[config.mk]
export PLATFORM = sky130hd
export DESIGN_NAME = rt_terminal
export DESIGN_NICKNAME = d
export VERILOG_FILES = /design/src/verilog/rt_pkg.sv /design/src/verilog/word_if.sv /design/src/verilog/bit_processor.sv /design/src/verilog/rt_terminal.sv
export SDC_FILE = /design/constraint.sdc
export NUM_CORES = 1
export LEC_CHECK = 0
export BUFFER_PORTS_ARGS = -buffer_cell sky130_fd_sc_hd__buf_2
export CAP_MARGIN = 20
export CORE_ASPECT_RATIO = 0.7
export CORE_MARGIN = 2
export CORE_UTILIZATION = 50
export CTS_BUF_LIST = sky130_fd_sc_hd__clkbuf_2 sky130_fd_sc_hd__clkbuf_4 sky130_fd_sc_hd__clkbuf_8
export CTS_CLUSTER_SIZE = 40
export DETAILED_ROUTE_END_ITERATION = 7
export PLACE_DENSITY_LB_ADDON = 0.08
export SLEW_MARGIN = 20
export SYNTH_ARGS = -nofsm -noshare
export SYNTH_HDL_FRONTEND = slang
export SYNTH_SLANG_ARGS = --single-unit
[constraint.sdc]
create_clock -name sys_clk -period 5.4 [get_ports sys_clk]
set_input_delay 1.08 -clock sys_clk [delete_from_list [all_inputs] [get_ports sys_clk]]
set_output_delay 1.08 -clock sys_clk [all_outputs]
set_load 0.05 [all_outputs]
[src/verilog/rt_pkg.sv]
// Shared constants, types and helpers for the remote-terminal block
package rt_pkg;

   // ****************************************
   // Serial word format
   // ****************************************
   localparam int WORD_BITS = 20;
   localparam int DATA_BITS = 16;
   localparam int SYNC_BITS = 3;
   localparam logic [4:0] LAST_BIT = 5'h13;
   localparam logic [2:0] SYNC_CMD = 3'h6;
   localparam logic [2:0] SYNC_DATA = 3'h1;

   // ****************************************
   // Command word fields
   // ****************************************
   localparam int TA_LSB = 11;
   localparam int TR_BIT = 10;
   localparam int SA_LSB = 5;
   localparam int WC_LSB = 0;
   localparam int IWB_TA_LSB = 8;
   localparam logic [5:0] WC_ZERO_MEANS = 6'h20;

   // ****************************************
   // Reset values
   // ****************************************
   localparam logic [15:0] WORD_RST = 16'h0000;
   localparam logic [3:0] HI_ADDR_RST = 4'h0;

   typedef enum logic [3:0] {
      ST_IDLE, ST_LOAD, ST_RX_WAIT, ST_WR_REQ, ST_WR_DO, ST_STATUS,
      ST_STATUS_WAIT, ST_RD_REQ, ST_RD_DO, ST_DATA_TX, ST_TX_WAIT, ST_DONE
   } seq_state_t;

   // Bit that makes the word plus parity hold an odd count of ones
   function automatic logic odd_par(input logic [15:0] data);
      odd_par = ~(^data);
   endfunction : odd_par

endpackage : rt_pkg

[src/verilog/word_if.sv]
// Word-level carrier between the sequencer and the bit processor
`timescale 1ns/1ps
interface word_if;
   logic [15:0] rx_data;
   logic rx_valid;
   logic rx_cmd;
   logic rx_perr;
   logic rx_mine;
   logic [15:0] tx_data;
   logic tx_status;
   logic tx_start;
   logic tx_busy;

   modport codec
   (
      output rx_data, rx_valid, rx_cmd, rx_perr, rx_mine, tx_busy,
      input tx_data, tx_status, tx_start
   );
   modport seq
   (
      input rx_data, rx_valid, rx_cmd, rx_perr, rx_mine, tx_busy,
      output tx_data, tx_status, tx_start
   );
endinterface : word_if

[src/verilog/bit_processor.sv]
// Serial to parallel and parallel to serial word conversion
`timescale 1ns/1ps
module bit_processor
   import rt_pkg::*;
(
   input wire logic sys_clk,
   input wire logic nrst,
   input wire logic ce,
   input wire logic [4:0] terminal_address_strap,
   input wire logic rx_bit,
   input wire logic rx_bit_en,
   input wire logic tx_bit_en,
   output logic tx_bit,
   output logic tx_bit_valid,
   word_if.codec wif
);
   logic [19:0] rsr_q;
   logic [4:0] rcnt_q;
   logic [19:0] tsr_q;
   logic [4:0] tcnt_q;
   logic [19:0] rx_full;
   logic rx_last;
   logic tx_load;
   logic tx_last;

   // ****************************************
   // Receive side
   // ****************************************
   assign rx_full = {rsr_q[18:0], rx_bit};
   assign rx_last = rx_bit_en && (rcnt_q == LAST_BIT);

   // (RULE_01) (RULE_02) twenty-bit word, parity check
   always_ff @(posedge sys_clk)
   begin
      if (!nrst)
      begin
         rsr_q <= '0;
         rcnt_q <= '0;
         wif.rx_valid <= 1'b0;
         wif.rx_data <= WORD_RST;
         wif.rx_cmd <= 1'b0;
         wif.rx_perr <= 1'b0;
         wif.rx_mine <= 1'b0;
      end
      else if (ce)
      begin
         wif.rx_valid <= rx_last;
         if (rx_bit_en)
         begin
            rsr_q <= rx_full;
            rcnt_q <= rx_last ? 5'h00 : rcnt_q + 5'h01;
         end
         if (rx_last)
         begin
            wif.rx_data <= rx_full[16:1];
            wif.rx_cmd <= (rx_full[19:17] == SYNC_CMD);
            wif.rx_perr <= (rx_full[0] != odd_par(rx_full[16:1]));
            // (RULE_13) match against strapped address
            wif.rx_mine <= (rx_full[16:12] == terminal_address_strap);
         end
      end
   end

   // ****************************************
   // Transmit side
   // ****************************************
   assign tx_load = wif.tx_start && !wif.tx_busy;
   assign tx_last = tx_bit_en && wif.tx_busy && (tcnt_q == LAST_BIT);

   // (RULE_02) parallel to serial, MSB first
   always_ff @(posedge sys_clk)
   begin
      if (!nrst)
      begin
         tsr_q <= '0;
         tcnt_q <= '0;
         wif.tx_busy <= 1'b0;
         tx_bit <= 1'b0;
         tx_bit_valid <= 1'b0;
      end
      else if (ce)
      begin
         tx_bit_valid <= tx_bit_en && wif.tx_busy;
         if (tx_load)
         begin
            tsr_q <= {wif.tx_status ? SYNC_CMD : SYNC_DATA, wif.tx_data,
                      odd_par(wif.tx_data)};
            tcnt_q <= '0;
            wif.tx_busy <= 1'b1;
         end
         else if (tx_bit_en && wif.tx_busy)
         begin
            tx_bit <= tsr_q[19];
            tsr_q <= {tsr_q[18:0], 1'b0};
            tcnt_q <= tcnt_q + 5'h01;
            if (tx_last)
               wif.tx_busy <= 1'b0;
         end
      end
   end

   a_tx_start_busy : assert property (  // RULE_01
      @(posedge sys_clk) disable iff (!nrst || !ce)
      tx_load |=> wif.tx_busy)
      else $error("transmit start did not set busy");

endmodule : bit_processor

[src/verilog/rt_terminal.sv]
// Remote-terminal sequencer with host bus address and strobe generation
//
// What this block does
// (RULE_01) Serial words: sixteen data, three sync, parity.
// (RULE_02) Check parity, convert serial and parallel words.
// (RULE_03) Drive twenty-bit host address when enabled.
// (RULE_04) Request host bus, wait for acknowledge.
// (RULE_05) Init pulse restarts sequencer at start state.
// (RULE_06) State decodes strobes, interrupt and bus request.
// (RULE_07) State feeds sequencer forming next state.
// (RULE_08) Strapped address registered onto word bus bits.
// (RULE_09) Word bus low bits drive upper address.
// (RULE_10) Start address preloads sixteen-bit up counter.
// (RULE_11) Latch command low byte and command flag.
// (RULE_12) One status word after validated receive.
// (RULE_13) Answer only own terminal address.
// (RULE_14) Transmit: status then commanded data words.
// (RULE_15) Outgoing data read from SRAM, then sent.
// (RULE_16) Host controller decodes address to interface enable.
// (RULE_17) No bus drive before acknowledge; release after.
// (RULE_18) Parity error voids message, no status.
// (RULE_19) Pulse host interrupt when message completes.
`timescale 1ns/1ps
module rt_terminal
   import rt_pkg::*;
(
   input wire logic sys_clk,
   input wire logic nrst,
   input wire logic ce,
   input wire logic init_pulse,
   input wire logic [4:0] terminal_address_strap,
   input wire logic iface_enable,
   input wire logic bus_ack,
   input wire logic [15:0] host_data_in,
   input wire logic rx_bit,
   input wire logic rx_bit_en,
   input wire logic tx_bit_en,
   output logic bus_req,
   output logic [19:0] host_addr,
   output logic host_addr_oe_n,
   output logic [15:0] host_data_out,
   output logic host_data_oe_n,
   output logic upper_byte_enable,
   output logic io_read_strobe,
   output logic io_write_strobe,
   output logic host_irq,
   output logic tx_bit,
   output logic tx_bit_valid
);
   import rt_pkg::*;

   seq_state_t st_q, st_d;
   logic [4:0] ta_q;
   logic [7:0] cmd_low_q;
   logic latched_command_flag;
   logic [4:0] subaddr_q;
   logic [3:0] addr_hi_q;
   logic [15:0] addr_cnt_q;
   logic [15:0] transfer_start_address;
   logic [5:0] remain_q;
   logic [15:0] data_q;
   logic [15:0] internal_word_bus;
   logic [5:0] word_count;
   logic cmd_ok;
   logic bus_grant;
   logic own_d;
   logic last_word;

   word_if wif ();

   bit_processor u_bitproc
   (
      .sys_clk(sys_clk),
      .nrst(nrst),
      .ce(ce),
      .terminal_address_strap(terminal_address_strap),
      .rx_bit(rx_bit),
      .rx_bit_en(rx_bit_en),
      .tx_bit_en(tx_bit_en),
      .tx_bit(tx_bit),
      .tx_bit_valid(tx_bit_valid),
      .wif(wif.codec)
   );

   // ****************************************
   // Decode
   // ****************************************
   // (RULE_08) terminal address on word bus bits 8 to 12
   assign internal_word_bus = {3'h0, ta_q, 3'h0, subaddr_q};
   assign transfer_start_address = internal_word_bus;
   assign word_count = (wif.rx_data[4:0] == 5'h00) ? WC_ZERO_MEANS
                       : {1'b0, wif.rx_data[4:0]};
   // (RULE_13) (RULE_18) only clean command words for this terminal
   assign cmd_ok = wif.rx_valid && wif.rx_cmd && !wif.rx_perr
                   && wif.rx_mine;
   // (RULE_04) (RULE_03) acknowledge plus interface enable grants bus
   assign bus_grant = bus_ack && iface_enable;
   assign last_word = (remain_q == 6'h01);
   assign wif.tx_status = (st_q == ST_STATUS);
   assign wif.tx_start = (st_q == ST_STATUS) || (st_q == ST_DATA_TX);
   assign wif.tx_data = (st_q == ST_STATUS)
                        ? {ta_q, 11'h000} : data_q;
   // (RULE_17) drive only in states entered under acknowledge
   assign own_d = (st_d == ST_WR_DO) || (st_d == ST_RD_DO);

   // ****************************************
   // Next state
   // ****************************************
   // (RULE_07) (RULE_11) current state and command flag pick next
   always_comb
   begin
      st_d = st_q;
      case (st_q)
         ST_IDLE:
            if (cmd_ok)
               st_d = ST_LOAD;
         ST_LOAD:
            st_d = latched_command_flag ? ST_STATUS : ST_RX_WAIT;
         ST_RX_WAIT:
            if (wif.rx_valid)
               // (RULE_18) bad or stray word voids the message
               st_d = (wif.rx_perr || wif.rx_cmd) ? ST_IDLE : ST_WR_REQ;
         ST_WR_REQ:
            if (bus_grant)
               st_d = ST_WR_DO;
         ST_WR_DO:
            // (RULE_12) status only after all data words
            st_d = last_word ? ST_STATUS : ST_RX_WAIT;
         ST_STATUS:
            st_d = ST_STATUS_WAIT;
         ST_STATUS_WAIT:
            if (!wif.tx_busy)
               // (RULE_14) transmit continues with data words
               st_d = latched_command_flag ? ST_RD_REQ : ST_DONE;
         ST_RD_REQ:
            if (bus_grant)
               st_d = ST_RD_DO;
         ST_RD_DO:
            st_d = ST_DATA_TX;
         ST_DATA_TX:
            st_d = ST_TX_WAIT;
         ST_TX_WAIT:
            if (!wif.tx_busy)
               st_d = (remain_q == 6'h00) ? ST_DONE : ST_RD_REQ;
         ST_DONE:
            st_d = ST_IDLE;
         default:
            st_d = ST_IDLE;
      endcase
   end

   // ****************************************
   // Sequencer state and command latch
   // ****************************************
   // (RULE_05) init pulse returns to start state
   always_ff @(posedge sys_clk)
   begin
      if (!nrst || (ce && init_pulse))
         st_q <= ST_IDLE;
      else if (ce)
         st_q <= st_d;
   end

   // Strap sampled by clock so reset takes only constants
   always_ff @(posedge sys_clk)
   begin
      if (!nrst)
      begin
         ta_q <= '0;
         cmd_low_q <= '0;
         latched_command_flag <= 1'b0;
         subaddr_q <= '0;
      end
      else if (ce)
      begin
         // (RULE_08) terminal address register
         ta_q <= terminal_address_strap;
         if (st_q == ST_IDLE && cmd_ok)
         begin
            // (RULE_11) latch low byte and direction flag
            cmd_low_q <= wif.rx_data[7:0];
            latched_command_flag <= wif.rx_data[TR_BIT];
            subaddr_q <= wif.rx_data[TA_LSB-2:SA_LSB];
         end
      end
   end

   // ****************************************
   // Address generation and data path
   // ****************************************
   always_ff @(posedge sys_clk)
   begin
      if (!nrst)
      begin
         addr_hi_q <= HI_ADDR_RST;
         addr_cnt_q <= WORD_RST;
         remain_q <= '0;
         data_q <= WORD_RST;
      end
      else if (ce)
      begin
         if (st_q == ST_IDLE && cmd_ok)
            remain_q <= word_count;
         if (st_q == ST_LOAD)
         begin
            // (RULE_09) (RULE_10) upper bits and counter preload
            addr_hi_q <= internal_word_bus[3:0];
            addr_cnt_q <= transfer_start_address;
         end
         if (st_q == ST_RX_WAIT && wif.rx_valid)
            data_q <= wif.rx_data;
         if (st_q == ST_RD_DO)
            // (RULE_15) SRAM word latched for serial conversion
            data_q <= host_data_in;
         if (st_q == ST_WR_DO || st_q == ST_RD_DO)
         begin
            // (RULE_10) counter steps once per word
            addr_cnt_q <= addr_cnt_q + 16'h0001;
            remain_q <= remain_q - 6'h01;
         end
      end
   end

   // ****************************************
   // Registered host bus outputs
   // ****************************************
   // (RULE_06) (RULE_17) request, enables, strobes and interrupt decoded from next state; address from current state
   always_ff @(posedge sys_clk)
   begin
      if (!nrst || (ce && init_pulse))
      begin
         bus_req <= 1'b0;
         host_addr <= '0;
         host_addr_oe_n <= 1'b1;
         host_data_out <= WORD_RST;
         host_data_oe_n <= 1'b1;
         upper_byte_enable <= 1'b0;
         io_read_strobe <= 1'b0;
         io_write_strobe <= 1'b0;
         host_irq <= 1'b0;
      end
      else if (ce)
      begin
         // (RULE_04) request held until the word is moved
         bus_req <= (st_d == ST_WR_REQ) || (st_d == ST_RD_REQ) || own_d;
         // (RULE_03) twenty-bit address
         host_addr <= (st_q == ST_LOAD)
                      ? {internal_word_bus[3:0], transfer_start_address}
                      : {addr_hi_q, (st_q == ST_WR_DO || st_q == ST_RD_DO)
                         ? addr_cnt_q + 16'h0001 : addr_cnt_q};
         host_addr_oe_n <= !own_d;
         host_data_out <= data_q;
         host_data_oe_n <= !(st_d == ST_WR_DO);
         upper_byte_enable <= own_d;
         io_read_strobe <= (st_d == ST_RD_DO);
         io_write_strobe <= (st_d == ST_WR_DO);
         // (RULE_19) one-cycle completion interrupt
         host_irq <= (st_d == ST_DONE);
      end
   end

   // ****************************************
   // Checks
   // ****************************************
   a_write_after_ack : assert property (  // RULE_17
      @(posedge sys_clk) disable iff (!nrst || !ce)
      $rose(io_write_strobe) |-> $past(bus_ack) && bus_req)
      else $error("write strobe without acknowledge");

   a_read_drives_bus : assert property (  // RULE_04
      @(posedge sys_clk) disable iff (!nrst || !ce)
      io_read_strobe |-> bus_req && !host_addr_oe_n)
      else $error("read strobe without bus ownership");

   a_irq_one_cycle : assert property (  // RULE_19
      @(posedge sys_clk) disable iff (!nrst || !ce)
      host_irq |=> !host_irq ##1 !host_irq)
      else $error("interrupt longer than one cycle");

   a_init_restart : assert property (  // RULE_05
      @(posedge sys_clk) disable iff (!nrst)
      ce && init_pulse |=> st_q == ST_IDLE && !bus_req)
      else $error("init did not restart sequencer");

   a_release_done : assert property (  // RULE_17
      @(posedge sys_clk) disable iff (!nrst || !ce)
      st_q == ST_DONE |-> host_addr_oe_n && !bus_req && host_data_oe_n)
      else $error("bus held after transfer end");

   a_addr_steps : assert property (  // RULE_10
      @(posedge sys_clk) disable iff (!nrst || !ce)
      $fell(io_write_strobe) |->
         addr_cnt_q == $past(host_addr[15:0], 1) + 16'h0001)
      else $error("address counter did not step");

   a_perr_no_status : assert property (  // RULE_18
      @(posedge sys_clk) disable iff (!nrst || !ce)
      st_q == ST_RX_WAIT && wif.rx_valid && wif.rx_perr |=>
         st_q == ST_IDLE ##1 st_q != ST_STATUS)
      else $error("status sent for bad message");

   a_foreign_ignored : assert property (  // RULE_13
      @(posedge sys_clk) disable iff (!nrst || !ce || init_pulse)
      st_q == ST_IDLE && wif.rx_valid && !wif.rx_mine |=> st_q == ST_IDLE)
      else $error("answered another terminal address");

   a_hi_addr_out : assert property (  // RULE_09
      @(posedge sys_clk) disable iff (!nrst || !ce)
      !host_addr_oe_n |-> host_addr[19:16] == internal_word_bus[3:0])
      else $error("upper address differs from word bus");

endmodule : rt_terminal

==> impl_metrics.tcl, run 1 <==
set metrics [dict create \
    top_usage_layer "met1" \
    path_class "flop to flop" \
    ff_latch_area_um2 3440 \
    yosysUniqueCellTypes 61 \
    dieArea_um2 17800 \
    clockPowerShare 0.412 \
    critical_path.endpoint_type "flop" \
    gp_congestion 0.881 \
    p_seq_frac 0.519 \
    fin_setup_tns_ns 0 \
    core_area_um2 16300 \
    mostFrequentLayoutCell "nand2_1" \
    clock_skew_ns 0.0164 \
    grt_max_degree 99 \
    met1_usage 0.397 \
    mostFrequentLayoutCells "179 x nand2_1, 172 x dfxtp_1, 74 x nor2_1" \
    p_sw_uw 638 \
    synth_edf_count 0 \
    drt_iter0_markers 665 \
    vias 6909 \
    fin_crit_ns 2.88 \
    clock_latency_ns 0.46 \
    nFillCells 1551 \
    rsz0062_at_grt "false" \
    die_h_um 112 \
    drcViolationCount 0 \
    max-cap-violations 0 \
    synth_cells 995 \
    cp.arrival_ns 3.28 \
    period_share 0.534 \
    cts_max_level 4 \
    syn_avg_cell_area_um2 8.39 \
    max_stage_delay_ns 0.79 \
    grt_pass1_vias 6253 \
    grt_pass1_wl_um 34100 \
    p_leak_uw 0.00377 \
    grt_usage 0.244 \
    clkSinkCount 172 \
    drive_gt1_frac 0.122 \
    path_clk_slew_ns 0.09 \
    cp_slowest_cell "dfxtp_1" \
    hold_viol_final 0 \
    yosysSeqAreaShare 0.412 \
    antenna_found_initial 0 \
    syn_area_um2 8350 \
    async_flop_share 0 \
    tightest_slew_ns 1.05 \
    intPower_uw 1880 \
    syn_to_final_growth_pct 10.9 \
    initial_core_util 0.511 \
    finalSetupViolCount 0 \
    overflow 0 \
    cts_root_buffer "clkbuf_8" \
    hp-class "flop to flop" \
    final-max-slew-violation-count 0 \
    synth_fp_nets 1030 \
    cts_buffers 17 \
    fin_nets 1060 \
    ctsHoldBuffers 0 \
    r2r_cells 6 \
    clockBufferDepth 2 \
    status "finished, final reports clean" \
    relSlewSlack 0.298 \
    yosys_warnings 0 \
    crit_chain "xor2_2 -> and2_1 -> o21ai_1 -> or3_1 -> o21ai_1 -> and2_1" \
    antennaDiodeCount 0 \
    postRouteAntennaNets 0 \
    synth_seq_cells 172 \
    numPortBuffers 74 \
    combPwrFrac 0.069 \
    die_x_um 158 \
    ys.flop_type "dfxtp_1" \
    postCtsSetupBuffers 0 \
    peakVddDrop_mv 0.128 \
    routedWlPerCell_um 16.5 \
    start_kind "flop" \
    rows 39 \
    ios 75 \
    avgViaCountPerCell 5.47 \
    total_power_uw 2510 \
    wl_um 20900 \
    cts_tree "yes" \
    hold_depth 2 \
    grt_use_met3 0.0490 \
    hpwl_um 14300 \
    postCtsResizedCells 0 \
    firstDrtPassIters 5 \
    power.density_nw_per_um2 271 \
    crit_fanout 18 \
    fmax_mhz 347 \
    multi_input_area_um2 4570 \
    netSwitchingFraction 0.254 \
    worstPathRequired_ns 5.80 \
    use_met2 0.326 \
]
## routing by layer
layer	part of all wire	wire, um
met5	0	0
met4	0.0069	145
met3	0.055	1150
met2	0.40	8400
met1	0.54	11200
## through the flow
step,area (um2),hold slack (ns),std cells,utilization,setup WS [ns]
after floorplan,8350,0.441,995,-,3.00
after global placement,8760,0.440,1229,0.536,2.20
after detailed placement,8760,0.447,1229,0.536,2.16
after CTS,9220,0.458,1261,0.564,2.54
after global routing,9260,0.490,1263,0.566,2.30
final,9260,0.462,1263,0.566,2.52
## registers in the layout, summed over array words and instances (netlist names), 6 cells and up
| signal | flops |
|---|---|
| host_addr | 20 |
| u_bitproc.tsr_q | 20 |
| u_bitproc.rsr_q | 19 |
| addr_cnt_q | 16 |
| data_q | 16 |
| host_data_out | 16 |
| u_bitproc.wif.rx_data | 16 |
| remain_q | 6 |
## worst max-delay path, delay by kind of cell (launching register included)
family / cells / cell delay [ns]
simple gates: 3 / 1.16
xor+xnor: 1 / 0.41
compound gates: 2 / 0.46
flops: 1 / 0.79
## cells by family (layout without fill, tap and decap cells)
logic type / count (synthesis) / in the layout / synth area share
muxes: 57 / 57 / 0.0685
adders and majority gates: 5 / 5 / 0.00749
DFF: 172 / 172 / 0.412
xor gates and xnor gates: 64 / 64 / 0.0697
buffers and inverters: 81 / 124 / 0.0414
and+or+nand+nor: 404 / 404 / 0.224
AOI/OAI and AO/OA: 212 / 212 / 0.177
## layout make-up
cell class                      instances  area share
Multi-Input combinational cell        742       0.494
Inverter                                9     0.00365
Sequential cell                       172       0.372
Timing Repair Buffer                   83      0.0508
Clock inverter                         13      0.0216
Clock buffer                           19      0.0276
Tap cell                              225      0.0304
## synthesized netlist by cell type, types with 5 or more instances
library cell | number | area, um2
a21boi_0 | 48 | 360
a21oi_1 | 42 | 210
a31oi_1 | 5 | 31.3
and2_1 | 19 | 119
and3_1 | 6 | 37.5
buf_2 | 18 | 90.1
clkbuf_1 | 46 | 173
dfxtp_1 | 172 | 3440
ha_1 | 5 | 62.6
inv_1 | 9 | 33.8
mux2i_1 | 56 | 561
nand2_1 | 179 | 672
nand3_1 | 47 | 235
nand4_1 | 9 | 56.3
nor2_1 | 74 | 278
nor2b_1 | 24 | 150
nor3_1 | 14 | 70.1
nor4_1 | 8 | 50.1
o211a_1 | 31 | 310
o211ai_1 | 8 | 60.1
o21ai_0 | 39 | 195
o21ai_1 | 6 | 30.0
xnor2_1 | 39 | 342
xor2_1 | 23 | 201
## power groups by stage
stage	Sequential, uW	Clock [uW]	Combinational [uW]
after floorplan	1340	0	117
after global placement	1330	0	171
after detailed placement	1330	0	171
after CTS	1300	1060	172
after global routing	1310	1120	189
final	1300	1040	173
## path summary, 6_finish.rpt
path	startpoint	end	slack, ns
worst max register to register	st_q[2]$_SDFFE_PP0P_	remain_q[0]$_SDFFE_PN0P_	2.52
worst max-delay path	st_q[2]$_SDFFE_PP0P_	remain_q[0]$_SDFFE_PN0P_	2.52
worst min-delay path	host_addr[15]$_SDFFE_PP0P_	host_addr[15]$_SDFFE_PP0P_	0.46
worst min register to register	host_addr[15]$_SDFFE_PP0P_	host_addr[15]$_SDFFE_PP0P_	0.46
(Power assumes the default switching activity.)
==> inputs of run 2 (changes only) <==
==> constraint.sdc (replaced) <==
create_clock -name sys_clk -period 2.85 [get_ports sys_clk]
set_input_delay 0.57 -clock sys_clk [delete_from_list [all_inputs] [get_ports sys_clk]]
set_output_delay 0.57 -clock sys_clk [all_outputs]
set_load 0.05 [all_outputs]
==> impl_metrics.tcl, run 2 (synthesis results as in run 1) <==
set metrics [dict create \
    power.density_nw_per_um2 508 \
    antennaDiodeCount 0 \
    ios 75 \
    r2r_slack_ns 0.58 \
    grt_pass1_wl_um 35100 \
    avgViaCountPerCell 5.49 \
    tightest_slew_ns 0.708 \
    nFillCells 1520 \
    status "finished, final reports clean" \
    vias 7037 \
    path_clk_slew_ns 0.10 \
    gp_congestion 0.879 \
    fin_setup_tns_ns 0 \
    relSlewSlack 0.525 \
    grt_max_degree 41 \
    rsz0062_at_grt "false" \
    clock_skew_ns 0.0115 \
    finalSetupViolCount 0 \
    cts_tree "yes" \
    final-max-slew-violation-count 0 \
    dpl.cell_count 1249 \
    rows 39 \
    crit_fanout 16 \
    routedWlPerCell_um 16.8 \
    clock_latency_ns 0.48 \
    antenna_found_initial 0 \
    peakVddDrop_mv 0.286 \
    top_regs "host_addr x20, u_bitproc.tsr_q x20, u_bitproc.rsr_q x19" \
    cp.arrival_ns 2.64 \
    clockBufferDepth 2 \
    hold_slack_ns 0.344 \
    die_x_um 158 \
    worstPathRequired_ns 3.22 \
    hpwl_um 15100 \
    dieArea_um2 17800 \
    cts_max_level 4 \
    start_kind "flop" \
    mostFrequentLayoutCell "nand2_1" \
    multi_input_area_um2 4570 \
    cts_root_buffer "clkbuf_8" \
    drive_gt1_frac 0.137 \
    final_cells 1281 \
    numPortBuffers 74 \
    max-cap-violations 0 \
    critical_path.endpoint_type "flop" \
    hp-class "primary input to flop" \
    ctsHoldBuffers 0 \
    p_leak_uw 0.00384 \
    fmax_mhz 440 \
    mostFrequentLayoutCells "179 x nand2_1, 172 x dfxtp_1, 74 x nor2_1" \
    hold_viol_final 0 \
    postCtsResizedCells 0 \
    firstDrtPassIters 5 \
    clkSinkCount 172 \
    fin_nets 1078 \
    initial_core_util 0.511 \
    total_power_uw 4750 \
    wl_um 21600 \
    grt_pass1_vias 6419 \
    path_class "flop to flop" \
    cts_buffers 17 \
    die_h_um 112 \
    syn_to_final_growth_pct 12.1 \
    ff_latch_area_um2 3440 \
    period_share 0.798 \
    overflow 0 \
    drcViolationCount 0 \
    drt_iter0_markers 568 \
    postCtsSetupBuffers 0 \
    grt_usage 0.251 \
    fin_crit_ns 2.27 \
    core_area_um2 16300 \
    postRouteAntennaNets 0 \
]
run 2: layout make-up:
| type | count | area share |
|---|---|---|
| Inverter | 9 | 0.00361 |
| Timing Repair Buffer | 101 | 0.0618 |
| Clock buffer | 18 | 0.0265 |
| Multi-Input combinational cell | 742 | 0.489 |
| Tap cell | 225 | 0.0301 |
| Sequential cell | 172 | 0.368 |
| Clock inverter | 14 | 0.0214 |
run 2: path summary, 6_finish.rpt:
kind | cells after the start | startpoint | end
setup / recovery | 6 | st_q[0]$_SDFFE_PP0P_ | bus_req$_SDFFE_PP0P_
hold / removal | 3 | rx_bit | u_bitproc.rsr_q[0]$_SDFFE_PN0P_
setup reg to reg | 6 | st_q[0]$_SDFFE_PP0P_ | bus_req$_SDFFE_PP0P_
hold reg to reg | 2 | host_addr[15]$_SDFFE_PP0P_ | host_addr[15]$_SDFFE_PP0P_
run 2: where the power goes:
| part | switching [uW] | internal, uW |
|---|---|---|
| Combinational | 220 | 122 |
| Clock | 1010 | 929 |
| Sequential | 41.5 | 2430 |
| Total | 1270 | 3480 |
run 2: metal layers:
metal | vias to the layer above | part of all wire | global-route usage
li1 | 3550 | - | -
met4 | 0 | 0.0098 | 0.0655
met5 | - | 0 | 0
met2 | 178 | 0.40 | 0.343
met3 | 14 | 0.055 | 0.0429
met1 | 3295 | 0.53 | 0.403
run 2: worst max-delay path: stages, from the launching register on:
cell,delay (ns)
dfxtp_1,0.66
inv_1,0.25
o21ai_0,0.21
a21oi_1,0.07
nor4_1,0.62
nor3_1,0.09
o31a_1,0.27
run 2: per-stage QoR:
stage	util	instance area, um2	worst slack (ns)
2_1_floorplan	-	8350	0.965
3_3_place_gp	0.545	8910	0.727
3_5_place_dp	0.545	8910	0.681
4_1_cts	0.573	9360	0.663
5_1_grt	0.573	9360	0.353
6_report	0.573	9360	0.576
